## src/design/mrss_cfg.svh

```systemverilog
`ifndef MRSS_CFG_SVH
`define MRSS_CFG_SVH

// ----------------------------------------------------------------
// widths
// ----------------------------------------------------------------
`define MRSS_SPD_W          12
`define MRSS_TIM_W          8

// ----------------------------------------------------------------
// timing
// ----------------------------------------------------------------
`define MRSS_CLK_MHZ        200
`define MRSS_NOTICE_MS      2000
`define MRSS_BLINK_MS       250
`define MRSS_BLINK_TOGGLES  4'hc
`define MRSS_STARTUP_CYC    4'h8

// ----------------------------------------------------------------
// speed dial and entry defaults
// ----------------------------------------------------------------
`define MRSS_SPD_MIN        12'h000
`define MRSS_SPD_MAX        12'hfa0
`define MRSS_STEP_SLOW      12'h001
`define MRSS_STEP_FAST      12'h00a
`define MRSS_SPD_RST        12'h000
`define MRSS_TIM_RST        8'h05
`define MRSS_ENTRY_ZERO     2'h0

`endif

```

## src/design/mrss_pkg.sv

```systemverilog
`include "mrss_cfg.svh"

package mrss_pkg;
	typedef enum logic [1:0] {MRSS_SRC_PANEL, MRSS_SRC_EXT_PANEL, MRSS_SRC_EXT_LOCKED} mrss_src_t;
	typedef enum logic [1:0] {MRSS_ST_IDLE, MRSS_ST_RUN, MRSS_ST_REVERSE} mrss_state_t;
	typedef struct packed {
		logic [`MRSS_SPD_W-1:0] speed;
		logic [`MRSS_TIM_W-1:0] accel;
		logic [`MRSS_TIM_W-1:0] decel;
	} mrss_entry_t;
endpackage

```

## src/design/mrss_entry_if.sv

```systemverilog
`timescale 1ns/1ps

interface mrss_entry_if;
	logic [1:0]           rd_idx;
	mrss_pkg::mrss_entry_t rd_entry;
	mrss_pkg::mrss_entry_t zero_entry;
	logic                 wr_en;
	logic [1:0]           wr_idx;
	mrss_pkg::mrss_entry_t wr_entry;
	modport store (input rd_idx, input wr_en, input wr_idx, input wr_entry, output rd_entry, output zero_entry);
	modport user (output rd_idx, output wr_en, output wr_idx, output wr_entry, input rd_entry, input zero_entry);
endinterface

```

## src/design/mrss_pin_filter.sv

```systemverilog
`timescale 1ns/1ps

module mrss_pin_filter #(
	parameter int W = 10
) (
	input  wire logic         clk_sys,
	input  wire logic         rst_n,
	input  wire logic [W-1:0] pin_in,
	output logic      [W-1:0] level_out
);
	logic [W-1:0] s1_reg, s2_reg, s3_reg, lvl_reg;
	logic [W-1:0] lvl_next;

	// ----------------------------------------------------------------
	// three-stage sync, change accepted once stages two and three agree
	// ----------------------------------------------------------------
	always_comb begin
		for (int i = 0; i < W; i++) begin
			lvl_next[i] = (s2_reg[i] == s3_reg[i]) ? s3_reg[i] : lvl_reg[i];
		end
	end

	always_ff @(posedge clk_sys) begin
		if (!rst_n) begin
			s1_reg  <= '0;
			s2_reg  <= '0;
			s3_reg  <= '0;
			lvl_reg <= '0;
		end else begin
			s1_reg  <= pin_in;
			s2_reg  <= s1_reg;
			s3_reg  <= s2_reg;
			lvl_reg <= lvl_next;
		end
	end

	assign level_out = lvl_reg;
endmodule // mrss_pin_filter

```

## src/design/mrss_entry_store.sv

```systemverilog
`timescale 1ns/1ps
`include "mrss_cfg.svh"

module mrss_entry_store (
	input wire logic     clk_sys,
	input wire logic     rst_n,
	mrss_entry_if.store  bus
);
	import mrss_pkg::*;

	mrss_entry_t entries_reg  [4];
	mrss_entry_t entries_next [4];

	// ----------------------------------------------------------------
	// four operation entries
	// ----------------------------------------------------------------
	always_comb begin
		for (int i = 0; i < 4; i++) begin
			entries_next[i] = entries_reg[i];
		end
		if (bus.wr_en) begin
			entries_next[bus.wr_idx] = bus.wr_entry;
		end
	end

	always_ff @(posedge clk_sys) begin
		if (!rst_n) begin
			for (int i = 0; i < 4; i++) begin
				entries_reg[i] <= '{speed: `MRSS_SPD_RST, accel: `MRSS_TIM_RST, decel: `MRSS_TIM_RST};
			end
		end else begin
			for (int i = 0; i < 4; i++) begin
				entries_reg[i] <= entries_next[i];
			end
		end
	end

	assign bus.rd_entry   = entries_reg[bus.rd_idx];
	assign bus.zero_entry = entries_reg[`MRSS_ENTRY_ZERO];
endmodule // mrss_entry_store

```

## src/design/mrss_run_speed_select.sv

```systemverilog
`timescale 1ns/1ps
`include "mrss_cfg.svh"

module mrss_run_speed_select #(
	parameter int unsigned NOTICE_CYC = `MRSS_NOTICE_MS * `MRSS_CLK_MHZ * 1000,
	parameter int unsigned BLINK_CYC  = `MRSS_BLINK_MS * `MRSS_CLK_MHZ * 1000
) (
	input  wire logic                   clk_sys,
	input  wire logic                   rst_n,
	input  wire logic                   run_switch_pin,
	input  wire logic                   dir_switch_pin,
	input  wire logic                   dial_cw_pin,
	input  wire logic                   dial_ccw_pin,
	input  wire logic                   dial_fast_pin,
	input  wire logic                   dial_press_pin,
	input  wire logic                   forward_run_input,
	input  wire logic                   backward_run_input,
	input  wire logic                   entry_select_low,
	input  wire logic                   entry_select_high,
	input  wire mrss_pkg::mrss_src_t    run_source_param,
	input  wire logic                   lock_enable,
	input  wire logic                   use_pot_ramp,
	input  wire logic [`MRSS_TIM_W-1:0] pot_accel,
	input  wire logic [`MRSS_TIM_W-1:0] pot_decel,
	input  wire logic                   monitor_view,
	input  wire logic                   motor_stopped,
	input  wire logic                   data_wr_en,
	input  wire logic [1:0]             data_wr_idx,
	input  wire mrss_pkg::mrss_entry_t  data_wr_entry,
	output logic                        motor_run,
	output logic                        motor_reverse,
	output logic                        quick_stop,
	output logic [`MRSS_SPD_W-1:0]      speed_cmd,
	output logic [`MRSS_TIM_W-1:0]      accel_cmd,
	output logic [`MRSS_TIM_W-1:0]      decel_cmd,
	output logic [1:0]                  active_entry,
	output logic [`MRSS_SPD_W-1:0]      shown_speed,
	output logic                        display_blink,
	output logic                        confirm_blink,
	output logic                        panel_locked_notice,
	output logic                        powerup_run_block_alarm,
	output logic                        fault_output
);
	import mrss_pkg::*;

	localparam int NW = $clog2(NOTICE_CYC + 1);
	localparam int BW = $clog2(BLINK_CYC + 1);

	function automatic logic [`MRSS_SPD_W-1:0] mrss_step(input logic [`MRSS_SPD_W-1:0] v,
		input logic [`MRSS_SPD_W-1:0] step, input logic up);
		logic [`MRSS_SPD_W:0] s;
		s = {1'b0, v} + {1'b0, step};
		if (up) begin
			mrss_step = (s > {1'b0, `MRSS_SPD_MAX}) ? `MRSS_SPD_MAX : s[`MRSS_SPD_W-1:0];
		end else begin
			mrss_step = ((v - `MRSS_SPD_MIN) < step) ? `MRSS_SPD_MIN : v - step;
		end
	endfunction

	// ----------------------------------------------------------------
	// input conditioning
	// ----------------------------------------------------------------
	logic [9:0] filt, prev_reg;
	logic f_run, f_dir, f_cw, f_ccw, f_fast, f_press, f_fwd, f_bwd, f_m0, f_m1;
	logic p_run, p_dir, p_cw, p_ccw, p_fast, p_press, p_fwd, p_bwd, p_m0, p_m1;

	mrss_pin_filter #(.W(10)) u_filter (
		.clk_sys   (clk_sys),
		.rst_n     (rst_n),
		.pin_in    ({run_switch_pin, dir_switch_pin, dial_cw_pin, dial_ccw_pin, dial_fast_pin,
		              dial_press_pin, forward_run_input, backward_run_input, entry_select_low,
		              entry_select_high}),
		.level_out (filt)
	);

	assign {f_run, f_dir, f_cw, f_ccw, f_fast, f_press, f_fwd, f_bwd, f_m0, f_m1} = filt;
	assign {p_run, p_dir, p_cw, p_ccw, p_fast, p_press, p_fwd, p_bwd, p_m0, p_m1} = prev_reg;

	logic cw_ev, ccw_ev, press_ev, dir_ev;
	assign cw_ev    = f_cw & ~p_cw;
	assign ccw_ev   = f_ccw & ~p_ccw;
	assign press_ev = f_press & ~p_press;
	assign dir_ev   = f_dir ^ p_dir;

	// ----------------------------------------------------------------
	// entry store
	// ----------------------------------------------------------------
	mrss_entry_if ebus ();

	mrss_entry_store u_store (
		.clk_sys (clk_sys),
		.rst_n   (rst_n),
		.bus     (ebus.store)
	);

	// ----------------------------------------------------------------
	// run decision
	// ----------------------------------------------------------------
	logic ext, locked, one_in, qstop, want_run, want_rev, dial_en, run_ok, startup_done;

	assign ext     = run_source_param != MRSS_SRC_PANEL;
	assign locked  = run_source_param == MRSS_SRC_EXT_LOCKED;
	assign one_in  = f_fwd ^ f_bwd;
	assign qstop   = ext & f_fwd & f_bwd;
	assign dial_en = ~locked & ~lock_enable;

	always_comb begin
		case (run_source_param)
			MRSS_SRC_EXT_PANEL: begin
				want_run = f_run & one_in;
				want_rev = f_dir ^ f_bwd;
			end
			MRSS_SRC_EXT_LOCKED: begin
				want_run = one_in;
				want_rev = f_bwd;
			end
			default: begin
				want_run = f_run;
				want_rev = f_dir;
			end
		endcase
	end

	// ----------------------------------------------------------------
	// power-up check and motion control
	// ----------------------------------------------------------------
	logic [3:0]  start_cnt_reg, start_cnt_next;
	logic        alarm_reg, alarm_next;
	mrss_state_t state_reg, state_next;
	logic        dir_reg, dir_next;

	// sampling waits for the filter to settle so a bouncing switch cannot slip through
	assign startup_done = start_cnt_reg == `MRSS_STARTUP_CYC;
	assign run_ok       = startup_done & ~alarm_reg;

	always_comb begin
		start_cnt_next = startup_done ? start_cnt_reg : start_cnt_reg + 4'h1;
		alarm_next     = alarm_reg;
		if (start_cnt_reg == `MRSS_STARTUP_CYC - 4'h1 && f_run) begin
			alarm_next = 1'b1;
		end
		state_next = state_reg;
		dir_next   = dir_reg;
		case (state_reg)
			MRSS_ST_IDLE: begin
				if (run_ok && want_run && !qstop) begin
					state_next = MRSS_ST_RUN;
					dir_next   = want_rev;
				end
			end
			MRSS_ST_RUN: begin
				if (!run_ok || !want_run || qstop) begin
					state_next = MRSS_ST_IDLE;
				end else if (want_rev != dir_reg) begin
					state_next = MRSS_ST_REVERSE;
				end
			end
			MRSS_ST_REVERSE: begin
				if (!run_ok || !want_run || qstop) begin
					state_next = MRSS_ST_IDLE;
				end else if (motor_stopped) begin
					state_next = MRSS_ST_RUN;
					dir_next   = want_rev;
				end
			end
			default: state_next = MRSS_ST_IDLE;
		endcase
	end

	// ----------------------------------------------------------------
	// dial, commit and confirmation
	// ----------------------------------------------------------------
	logic [`MRSS_SPD_W-1:0] adj_reg, adj_next, step;
	logic                   pend_reg, pend_next, commit;
	logic [3:0]             flash_reg, flash_next;
	logic [BW-1:0]          blink_cnt_reg, blink_cnt_next;
	logic                   phase_reg, phase_next, tick;

	assign step = f_fast ? `MRSS_STEP_FAST : `MRSS_STEP_SLOW;
	assign tick = blink_cnt_reg == BW'(BLINK_CYC - 1);

	always_comb begin
		adj_next  = adj_reg;
		pend_next = pend_reg;
		commit    = 1'b0;
		if (!pend_reg) begin
			adj_next = ebus.zero_entry.speed;
		end
		if (state_reg == MRSS_ST_RUN && state_next == MRSS_ST_IDLE) begin
			pend_next = 1'b0;
			adj_next  = ebus.zero_entry.speed;
		end
		if (dial_en && press_ev && pend_reg) begin
			commit    = 1'b1;
			pend_next = 1'b0;
		end
		// a step landing in the commit cycle stays pending, so it is not lost
		if (dial_en && cw_ev) begin
			adj_next  = mrss_step(adj_reg, step, 1'b1);
			pend_next = 1'b1;
		end else if (dial_en && ccw_ev) begin
			adj_next  = mrss_step(adj_reg, step, 1'b0);
			pend_next = 1'b1;
		end
		blink_cnt_next = tick ? '0 : blink_cnt_reg + BW'(1);
		phase_next     = tick ? ~phase_reg : phase_reg;
		flash_next     = (tick && flash_reg != 4'h0) ? flash_reg - 4'h1 : flash_reg;
		if (!locked && press_ev && !pend_reg && state_reg == MRSS_ST_IDLE) begin
			flash_next = `MRSS_BLINK_TOGGLES;
		end
	end

	always_comb begin
		ebus.wr_en    = commit | data_wr_en;
		ebus.wr_idx   = commit ? `MRSS_ENTRY_ZERO : data_wr_idx;
		ebus.wr_entry = data_wr_entry;
		if (commit) begin
			ebus.wr_entry = '{speed: adj_reg, accel: ebus.zero_entry.accel, decel: ebus.zero_entry.decel};
		end
		ebus.rd_idx = ext ? {f_m1, f_m0} : `MRSS_ENTRY_ZERO;
	end

	// ----------------------------------------------------------------
	// lock-out notice
	// ----------------------------------------------------------------
	logic [NW-1:0] notice_cnt_reg, notice_cnt_next;
	logic          notice_load;

	assign notice_load = startup_done & locked & (dir_ev | ((cw_ev | ccw_ev | press_ev) & monitor_view));

	always_comb begin
		notice_cnt_next = (notice_cnt_reg != '0) ? notice_cnt_reg - NW'(1) : notice_cnt_reg;
		if (notice_load) begin
			notice_cnt_next = NW'(NOTICE_CYC);
		end
	end

	// ----------------------------------------------------------------
	// output staging
	// ----------------------------------------------------------------
	logic                   run_next, qstop_next, notice_next;
	logic [`MRSS_SPD_W-1:0] speed_next;
	logic [`MRSS_TIM_W-1:0] accel_next, decel_next;

	always_comb begin
		run_next    = state_next == MRSS_ST_RUN;
		qstop_next  = qstop;
		speed_next  = (ebus.rd_idx == `MRSS_ENTRY_ZERO && pend_reg) ? adj_reg : ebus.rd_entry.speed;
		accel_next  = use_pot_ramp ? pot_accel : ebus.rd_entry.accel;
		decel_next  = use_pot_ramp ? pot_decel : ebus.rd_entry.decel;
		notice_next = locked & (f_run | notice_cnt_next != '0);
	end

	always_ff @(posedge clk_sys) begin
		if (!rst_n) begin
			prev_reg                <= '0;
			start_cnt_reg           <= 4'h0;
			alarm_reg               <= 1'b0;
			state_reg               <= MRSS_ST_IDLE;
			dir_reg                 <= 1'b0;
			adj_reg                 <= `MRSS_SPD_RST;
			pend_reg                <= 1'b0;
			flash_reg               <= 4'h0;
			blink_cnt_reg           <= '0;
			phase_reg               <= 1'b0;
			notice_cnt_reg          <= '0;
			motor_run               <= 1'b0;
			motor_reverse           <= 1'b0;
			quick_stop              <= 1'b0;
			speed_cmd               <= `MRSS_SPD_RST;
			accel_cmd               <= `MRSS_TIM_RST;
			decel_cmd               <= `MRSS_TIM_RST;
			active_entry            <= `MRSS_ENTRY_ZERO;
			display_blink           <= 1'b0;
			confirm_blink           <= 1'b0;
			panel_locked_notice     <= 1'b0;
			powerup_run_block_alarm <= 1'b0;
			fault_output            <= 1'b1;
		end else begin
			prev_reg                <= filt;
			start_cnt_reg           <= start_cnt_next;
			alarm_reg               <= alarm_next;
			state_reg               <= state_next;
			dir_reg                 <= dir_next;
			adj_reg                 <= adj_next;
			pend_reg                <= pend_next;
			flash_reg               <= flash_next;
			blink_cnt_reg           <= blink_cnt_next;
			phase_reg               <= phase_next;
			notice_cnt_reg          <= notice_cnt_next;
			motor_run               <= run_next;
			motor_reverse           <= dir_next;
			quick_stop              <= qstop_next;
			speed_cmd               <= speed_next;
			accel_cmd               <= accel_next;
			decel_cmd               <= decel_next;
			active_entry            <= ebus.rd_idx;
			display_blink           <= pend_next & phase_next;
			confirm_blink           <= (flash_next != 4'h0) & phase_next;
			panel_locked_notice     <= notice_next;
			powerup_run_block_alarm <= alarm_next;
			fault_output            <= ~alarm_next;
		end
	end

	assign shown_speed = adj_reg;
endmodule // mrss_run_speed_select

```

## config.mk

```make
export PLATFORM = sky130hd
export DESIGN_NAME = mrss_run_speed_select
export DESIGN_NICKNAME = d
export VERILOG_FILES = /design/src/design/mrss_pkg.sv /design/src/design/mrss_entry_if.sv /design/src/design/mrss_pin_filter.sv /design/src/design/mrss_entry_store.sv /design/src/design/mrss_run_speed_select.sv
export VERILOG_INCLUDE_DIRS = /design/src /design/src/design
export SDC_FILE = /design/constraint.sdc
export NUM_CORES = 1
export LEC_CHECK = 0
export BUFFER_PORTS_ARGS = -buffer_cell sky130_fd_sc_hd__buf_2
export CAP_MARGIN = 20
export CELL_PAD_IN_SITES_DETAIL_PLACEMENT = 0
export CELL_PAD_IN_SITES_GLOBAL_PLACEMENT = 1
export CORE_UTILIZATION = 45
export DETAILED_ROUTE_END_ITERATION = 10
export PLACE_DENSITY = 0.87
export SLEW_MARGIN = 10
export SYNTH_ARGS = -nofsm -noshare
export SYNTH_HDL_FRONTEND = slang
export SYNTH_SLANG_ARGS = --single-unit
```

## constraint.sdc

```tcl
create_clock -name clk_sys -period 3.8 [get_ports clk_sys]
set_input_delay 1.14 -clock clk_sys [delete_from_list [all_inputs] [get_ports clk_sys]]
set_output_delay 1.14 -clock clk_sys [all_outputs]
set_load 0.03 [all_outputs]
```

### Word-level counts from Yosys, hierarchy flattened

Memory sizes are Yosys's and may differ from the RTL's.
Cells that the tools add are included.
W data, S select, Z words.

| storage, ports and cells | value |
|---|---|
| output and inout port bits | 50 |
| RAM bits | 112 |
| input bits | 65 |
| bits in registers | 166 |
| memories | 1 |
| word-level logic and storage cells | 182 |

Memories:

| name | depth | bits a word | rd ports | clocked after memory_dff | write ports | RTL line | text |
|---|---|---|---|---|---|---|---|
| u_store.entries_reg | 4 | 28 | 5 | 0 | 4 | mrss_entry_store.sv:11 | `mrss_entry_t entries_reg [4];` |

| operators by class | value |
|---|---|
| equality and inequality tests | 23 |
| order comparisons | 4 |
| muxes and demuxes | 46 |
| add/sub/neg operators | 6 |
| reduce and logical (&&, ||, !) cells | 32 |
| bitwise logic cells | 36 |

Operator list:

| cell | number |
|---|---|
| $mux W28 | 6 |
| $bwmux W112 | 1 |
| $mux W112 | 1 |
| $mux W12 | 7 |
| $mux W29 | 2 |
| $reduce_bool A29 Y1 | 2 |
| $demux W28 S2 | 1 |
| $sub A29 B1 Y29 const B | 1 |
| $add A26 B1 Y26 const B | 1 |
| $eq A26 B26 Y1 const B | 1 |
| $mux W8 | 2 |
| $and A1 B1 Y1 | 14 |
| $logic_and A1 B1 Y1 | 14 |
| $mux W2 | 7 |
| $add A12 B4 Y13 | 1 |
| $gt A13 B12 Y1 const B | 1 |
| $lt A12 B4 Y1 | 1 |
| $mux W1 | 12 |
| $mux W4 | 3 |
| $sub A12 B4 Y12 | 1 |
| $eq A1 B1 Y1 | 10 |
| $not A1 Y1 | 9 |
| $or A1 B1 Y1 | 9 |
| $reduce_bool A4 Y1 | 2 |
| other kinds (21) | 38 |

### Depth between registers and ports, before layout

| depth | value |
|---|---|
| word-level depth | 15 |
| mapped depth | 13 |
| gate-level depth less buffers | 12 |

### By module

Synthesis repeated with hierarchy kept, for this count alone.

| unflattened totals | value |
|---|---|
| cell total of the unflattened synthesis | 1321 |
| area, all modules | 12684.7 um^2 |

Modules (own cells, without submodules):

| module | cells an instance | times used | area an instance (um^2) |
|---|---|---|---|
| mrss_run_speed_select | 788 | 1 | 6606.3 |
| mrss_entry_store | 429 | 1 | 4867.2 |
| mrss_pin_filter | 104 | 1 | 1211.2 |

### Least setup slack after synthesis

Ideal clock, no wire load.

| timing | value |
|---|---|
| kind | flip-flop to flip-flop |
| start point | register adj_reg[1] (netlist: shown_speed[1]) |
| end point | register adj_reg[1] (netlist: shown_speed[1]) |
| library setup time | 74 ps |
| stages on the path, launching flop included | 10 |
| clock period less this slack | 3138 ps |
| setup slack | 662 ps |
| data arrival time | 3064 ps |
| path through | dfxtp_1 > inv_1 > fa_1 > or3b_1 > or4_1 > a31o_1 > a21oi_1 > o21ai_1 > or3_1 > a31oi_1 |

| between the ends | value |
|---|---|
| longest elaborated chain between the ends | 4 |

RTL lines:

| element | RTL line | text |
|---|---|---|
| start, declared | mrss_run_speed_select.sv:173 | `` logic [`MRSS_SPD_W-1:0] adj_reg, adj_next, step; `` |
| start signal, assigned | mrss_run_speed_select.sv:261 | `` adj_reg <= `MRSS_SPD_RST; `` |
| start signal, assigned | mrss_run_speed_select.sv:285 | `adj_reg <= adj_next;` |
| $add A12 B4 Y13 (tied with other cells) | -- |  |
| $gt A13 B12 Y1 or $mux W12 (tied branches) | mrss_run_speed_select.sv:54, mrss_run_speed_select.sv:56 |  |
| $mux W12, on equally long branches | mrss_run_speed_select.sv:54, mrss_run_speed_select.sv:201 |  |
| $mux W12 (*) | mrss_run_speed_select.sv:198 | `if (dial_en && cw_ev) begin` |

Every way passes the cells marked *; elsewhere a longest branch is shown, timed or not.
A chain may end at the register's enable or synchronous reset.

### Worst setup path in the final report

| timing | value |
|---|---|
| start point | register u_filter.lvl_reg[5] (netlist: u_filter.level_out[5]) |
| end point | register adj_reg[1] (netlist: shown_speed[1]) |

| between the ends | value |
|---|---|
| longest elaborated chain between the ends | 5 |

RTL lines:

| element | RTL line | text |
|---|---|---|
| start, declared | mrss_pin_filter.sv:11 | `logic [W-1:0] s1_reg, s2_reg, s3_reg, lvl_reg;` |
| start signal, assigned | mrss_pin_filter.sv:33 | `lvl_reg <= lvl_next;` |
| $mux W4 (no line) (*) | -- |  |
| $add A12 B4 Y13 (tied with other cells) | -- |  |
| $gt A13 B12 Y1 or $mux W12 (tied branches) | mrss_run_speed_select.sv:54, mrss_run_speed_select.sv:56 |  |
| $mux W12, on equally long branches | mrss_run_speed_select.sv:54, mrss_run_speed_select.sv:201 |  |
| $mux W12 (*) | mrss_run_speed_select.sv:198 |  |

Marked as above.

==> summary.md <==
| Metric | Value |
|---|---|
| Status | `completed` |
| Post-synthesis sequential area ratio | `0.448` |
| RSZ-0062 raised after global routing | `false` |
| Gate power share | `0.216` |
| HPWL Detailed | `20100 um` |
| Congestion Overflow GR | `0` |
| WS Path Type | `flip-flop to flip-flop` |
| CTS Hold Bufs | `0` |
| Worst-Skew Late Latency | `0.56 ns` |
| Setup TNS Final | `0 ns` |
| Global Route Usage Sum | `0.215` |
| R2R cell count | `11` |
| Iter 0 DRT Violations | `647` |
| GPL Wtd Cong | `0.870` |
| Finish-stage setup viols | `0` |
| Async S/R FF share, synth | `0` |
| Syn Inst Count | `1463` |
| DRC violations left | `0` |
| Mapped Avg Cell Area | `8.35 um^2` |
| Initial core utilization | `0.463` |
| Number of post-CTS setup repair buffers | `0` |
| Worst path arrival time | `3.91 ns` |
| Finished Cell Area | `14100 um^2` |
| Placeable core area | `26400 um^2` |
| Worst-path clk slew | `0.06 ns` |
| Top_reg_cell synth | `dfxtp_1` |
| Worst Tran Pin Value | `0.725 ns` |
| Final hold vios | `0` |
| Yosys warnings | `0` |
| Period utilization | `0.902` |
| CTS max path bufs | `3` |
| Synthesis-stage register bit count | `273` |
| Nets | `1623` |
| Fill cells | `2513` |
| Placed instance area | `13100 um^2` |
| Area growth, synth to finish | `15.4%` |
| Fmax | `292 MHz` |
| Share of the synthesized area in the top cell type | `0.448` |
| Power Internal | `5.48 mW` |
| Slew margin rel. | `0.513` |
| Clk_skew | `0.0212 ns` |
| Routed via count | `10.5k` |
| Hold depth | `1` |
| CTS Buf Count | `30` |
| Yosys cell types | `71` |
| DR vias/cell | `5.51` |
| Top-level I/O count | `115` |
| Maximum vdd drop | `0.000287 V` |
| Crit path max fanout | `7` |
| Layout cell share with drive strength beyond 1 | `0.139` |
| CP max stage delay | `0.52 ns` |
| Die H | `167 um` |
| Net Sw Power | `2.33 mW` |
| Post-synth EDFFs | `0` |
| Clock root buffer | `clkbuf_16` |
| TritonCTS clock tree | `yes` |
| Drt total wl | `30400 um` |
| Cell breakdown of the critical path | `inv_1 > ha_1 > inv_1 > fa_1 > or3b_1 > or4_1 > a31o_1 > a21oi_1 > o21ai_1 > or3_1 > a31oi_1` |
| Post-cts repair resize count | `0` |
| Initial antenna violation count | `3` |
| Synth area leaders | `dfxtp_1, a211oi_1, nor2_1, nand2_1, a21oi_1` |
| Multi-input logic area | `6270 um^2` |
| CP Launch Type | `flip-flop` |
| Max H-tree Level | `1` |
| WL/cell | `16.0 um` |
| Largest net degree at the start of global routing | `61` |
| Hold WC Path Type | `flip-flop to flip-flop` |
| Syn Nets | `1545` |
| Leak | `5.47 nW` |
| Number of global-route vias before repair | `9856` |
| Max FFs per register | `112` |
| CP max stage cell | `or4_1` |
| First-pass GRT wire length | `49700 um` |
| Synth area leader | `dfxtp_1` |
| Sw Ratio | `0.298` |
| Req. time, crit path | `4.28 ns` |
| Max-slew violation count | `0` |
| First-pass iteration count of the detailed router | `5` |
| Die area | `27800 um^2` |
| CP most frequent cell | `inv_1` |
| Clock Sinks | `273` |
| Crit end category | `flip-flop` |
| Post-route ant nets | `0` |
| Flop pwr share | `0.418` |
| Pwr dens | `555 nW/um^2` |
| Register area | `5470 um^2` |
| I/O Buffers | `114` |
| Mapped Area | `12200 um^2` |
| Fin crit period | `3.43 ns` |
| Die X | `167 um` |
| Max Cap Viol | `0` |
| Clock Power Share | `0.366` |
| FP Rows | `59` |
layout by cell type, fill, tap and decap left out, drive strengths merged, types with 3 or more instances in the layout:
cell    Yosys  final
a211o       3      3
a211oi    115    115
a21oi      96     96
a311oi     28     28
a31o        3      3
a31oi       6      6
and2       39     39
and3        8      8
buf        16    147
clkbuf     85     46
clkinv      0      7
dfxtp     273    273
ha         15     15
inv        29     29
mux2i      24     24
nand2     177    177
nand2b      7      7
nand3      34     34
nand4      11     11
nand4b      5      5
nor2      206    206
nor2b      38     38
nor3       30     30
nor4       18     18
nor4b       3      3
o211ai      8      8
o21a        5      5
o21ai      58     58
o221a       4      4
o31ai       3      3
or3         7      7
or4         4      4
xnor2      32     32
xor2       34     34
Yosys cell counts (29+ instances only):
cell and count:
and2_1 39, a211oi_1 115, a21oi_1 96, dfxtp_1 273, o21ai_0 51, xnor2_1 32
nor3_1 30, nor2_1 205, nand2_1 177, inv_1 29, xor2_1 34, clkbuf_1 85
nand3_1 34, nor2b_1 38
routing by layer:
metal | part of all wire | up-vias | track usage
met4 | 0.024 | 2 | 0.0668
met1 | 0.46 | 4907 | 0.284
met3 | 0.047 | 58 | 0.0330
met5 | 0.00026 | - | 0
li1 | - | 5283 | -
met2 | 0.47 | 225 | 0.362
logic make-up (layout without fill, tap and decap cells):
| family | count (synthesis) | count (layout) | synth area share |
|---|---|---|---|
| xor gates and xnor gates | 66 | 66 | 0.0473 |
| buffers and inverters | 130 | 231 | 0.0416 |
| DFF | 273 | 273 | 0.448 |
| muxes | 26 | 26 | 0.0215 |
| adders and majority gates | 17 | 17 | 0.0186 |
| other | 0 | 2 | 0 |
| AOI/OAI and AO/OA | 350 | 350 | 0.190 |
| and+or+nand+nor | 601 | 601 | 0.234 |
metrics by stage:
stage | setup WS [ns] | hold WS (ns) | std cells | total power, mW | util
2_1_floorplan | 0.662 | 0.412 | 1463 | 4.63 | -
3_3_place_gp | 0.356 | 0.420 | 1844 | 4.97 | 0.497
3_5_place_dp | 0.287 | 0.423 | 1844 | 5.00 | 0.497
4_1_cts | 0.378 | 0.432 | 1899 | 7.87 | 0.534
5_1_grt | 0.148 | 0.452 | 1900 | 8.21 | 0.535
6_report | 0.373 | 0.433 | 1901 | 7.82 | 0.535
final timing paths:
kind	from	end	slack, ns
worst max register to register	u_filter.level_out[5]	shown_speed[1]	0.37
worst min register to register	u_filter.s1_reg[3]	u_filter.s2_reg[3]	0.43
worst max-delay path	u_filter.level_out[5]	shown_speed[1]	0.37
worst min-delay path	u_filter.s1_reg[3]	u_filter.s2_reg[3]	0.43
worst max-delay path, delay by kind of cell, from the launching register on:
family	cells	cell delay (ns)
compound gates	4	0.74
fa+ha+maj	2	0.65
buf+inv	2	0.26
flops	1	0.35
simple gates	3	1.35
layout make-up:
type | count | share of cell area
sequential | 273 | 0.388
multi-input combinational | 1060 | 0.445
timing repair buffer | 147 | 0.0598
clock buffer | 46 | 0.0618
clock inverter | 9 | 0.00755
tap | 335 | 0.0297
antenna | 2 | 0.000355
inverter | 29 | 0.00790
power by group through the flow:
stage / logic [mW] / clock network, mW / registers, mW
after floorplan: 1.33 / 0 / 3.30
after global placement: 1.66 / 0 / 3.32
after detailed placement: 1.67 / 0 / 3.32
after CTS: 1.69 / 2.92 / 3.26
after global routing: 1.87 / 3.04 / 3.30
final: 1.69 / 2.86 / 3.27
No activity file was read; power rests on OpenSTA's default activity.
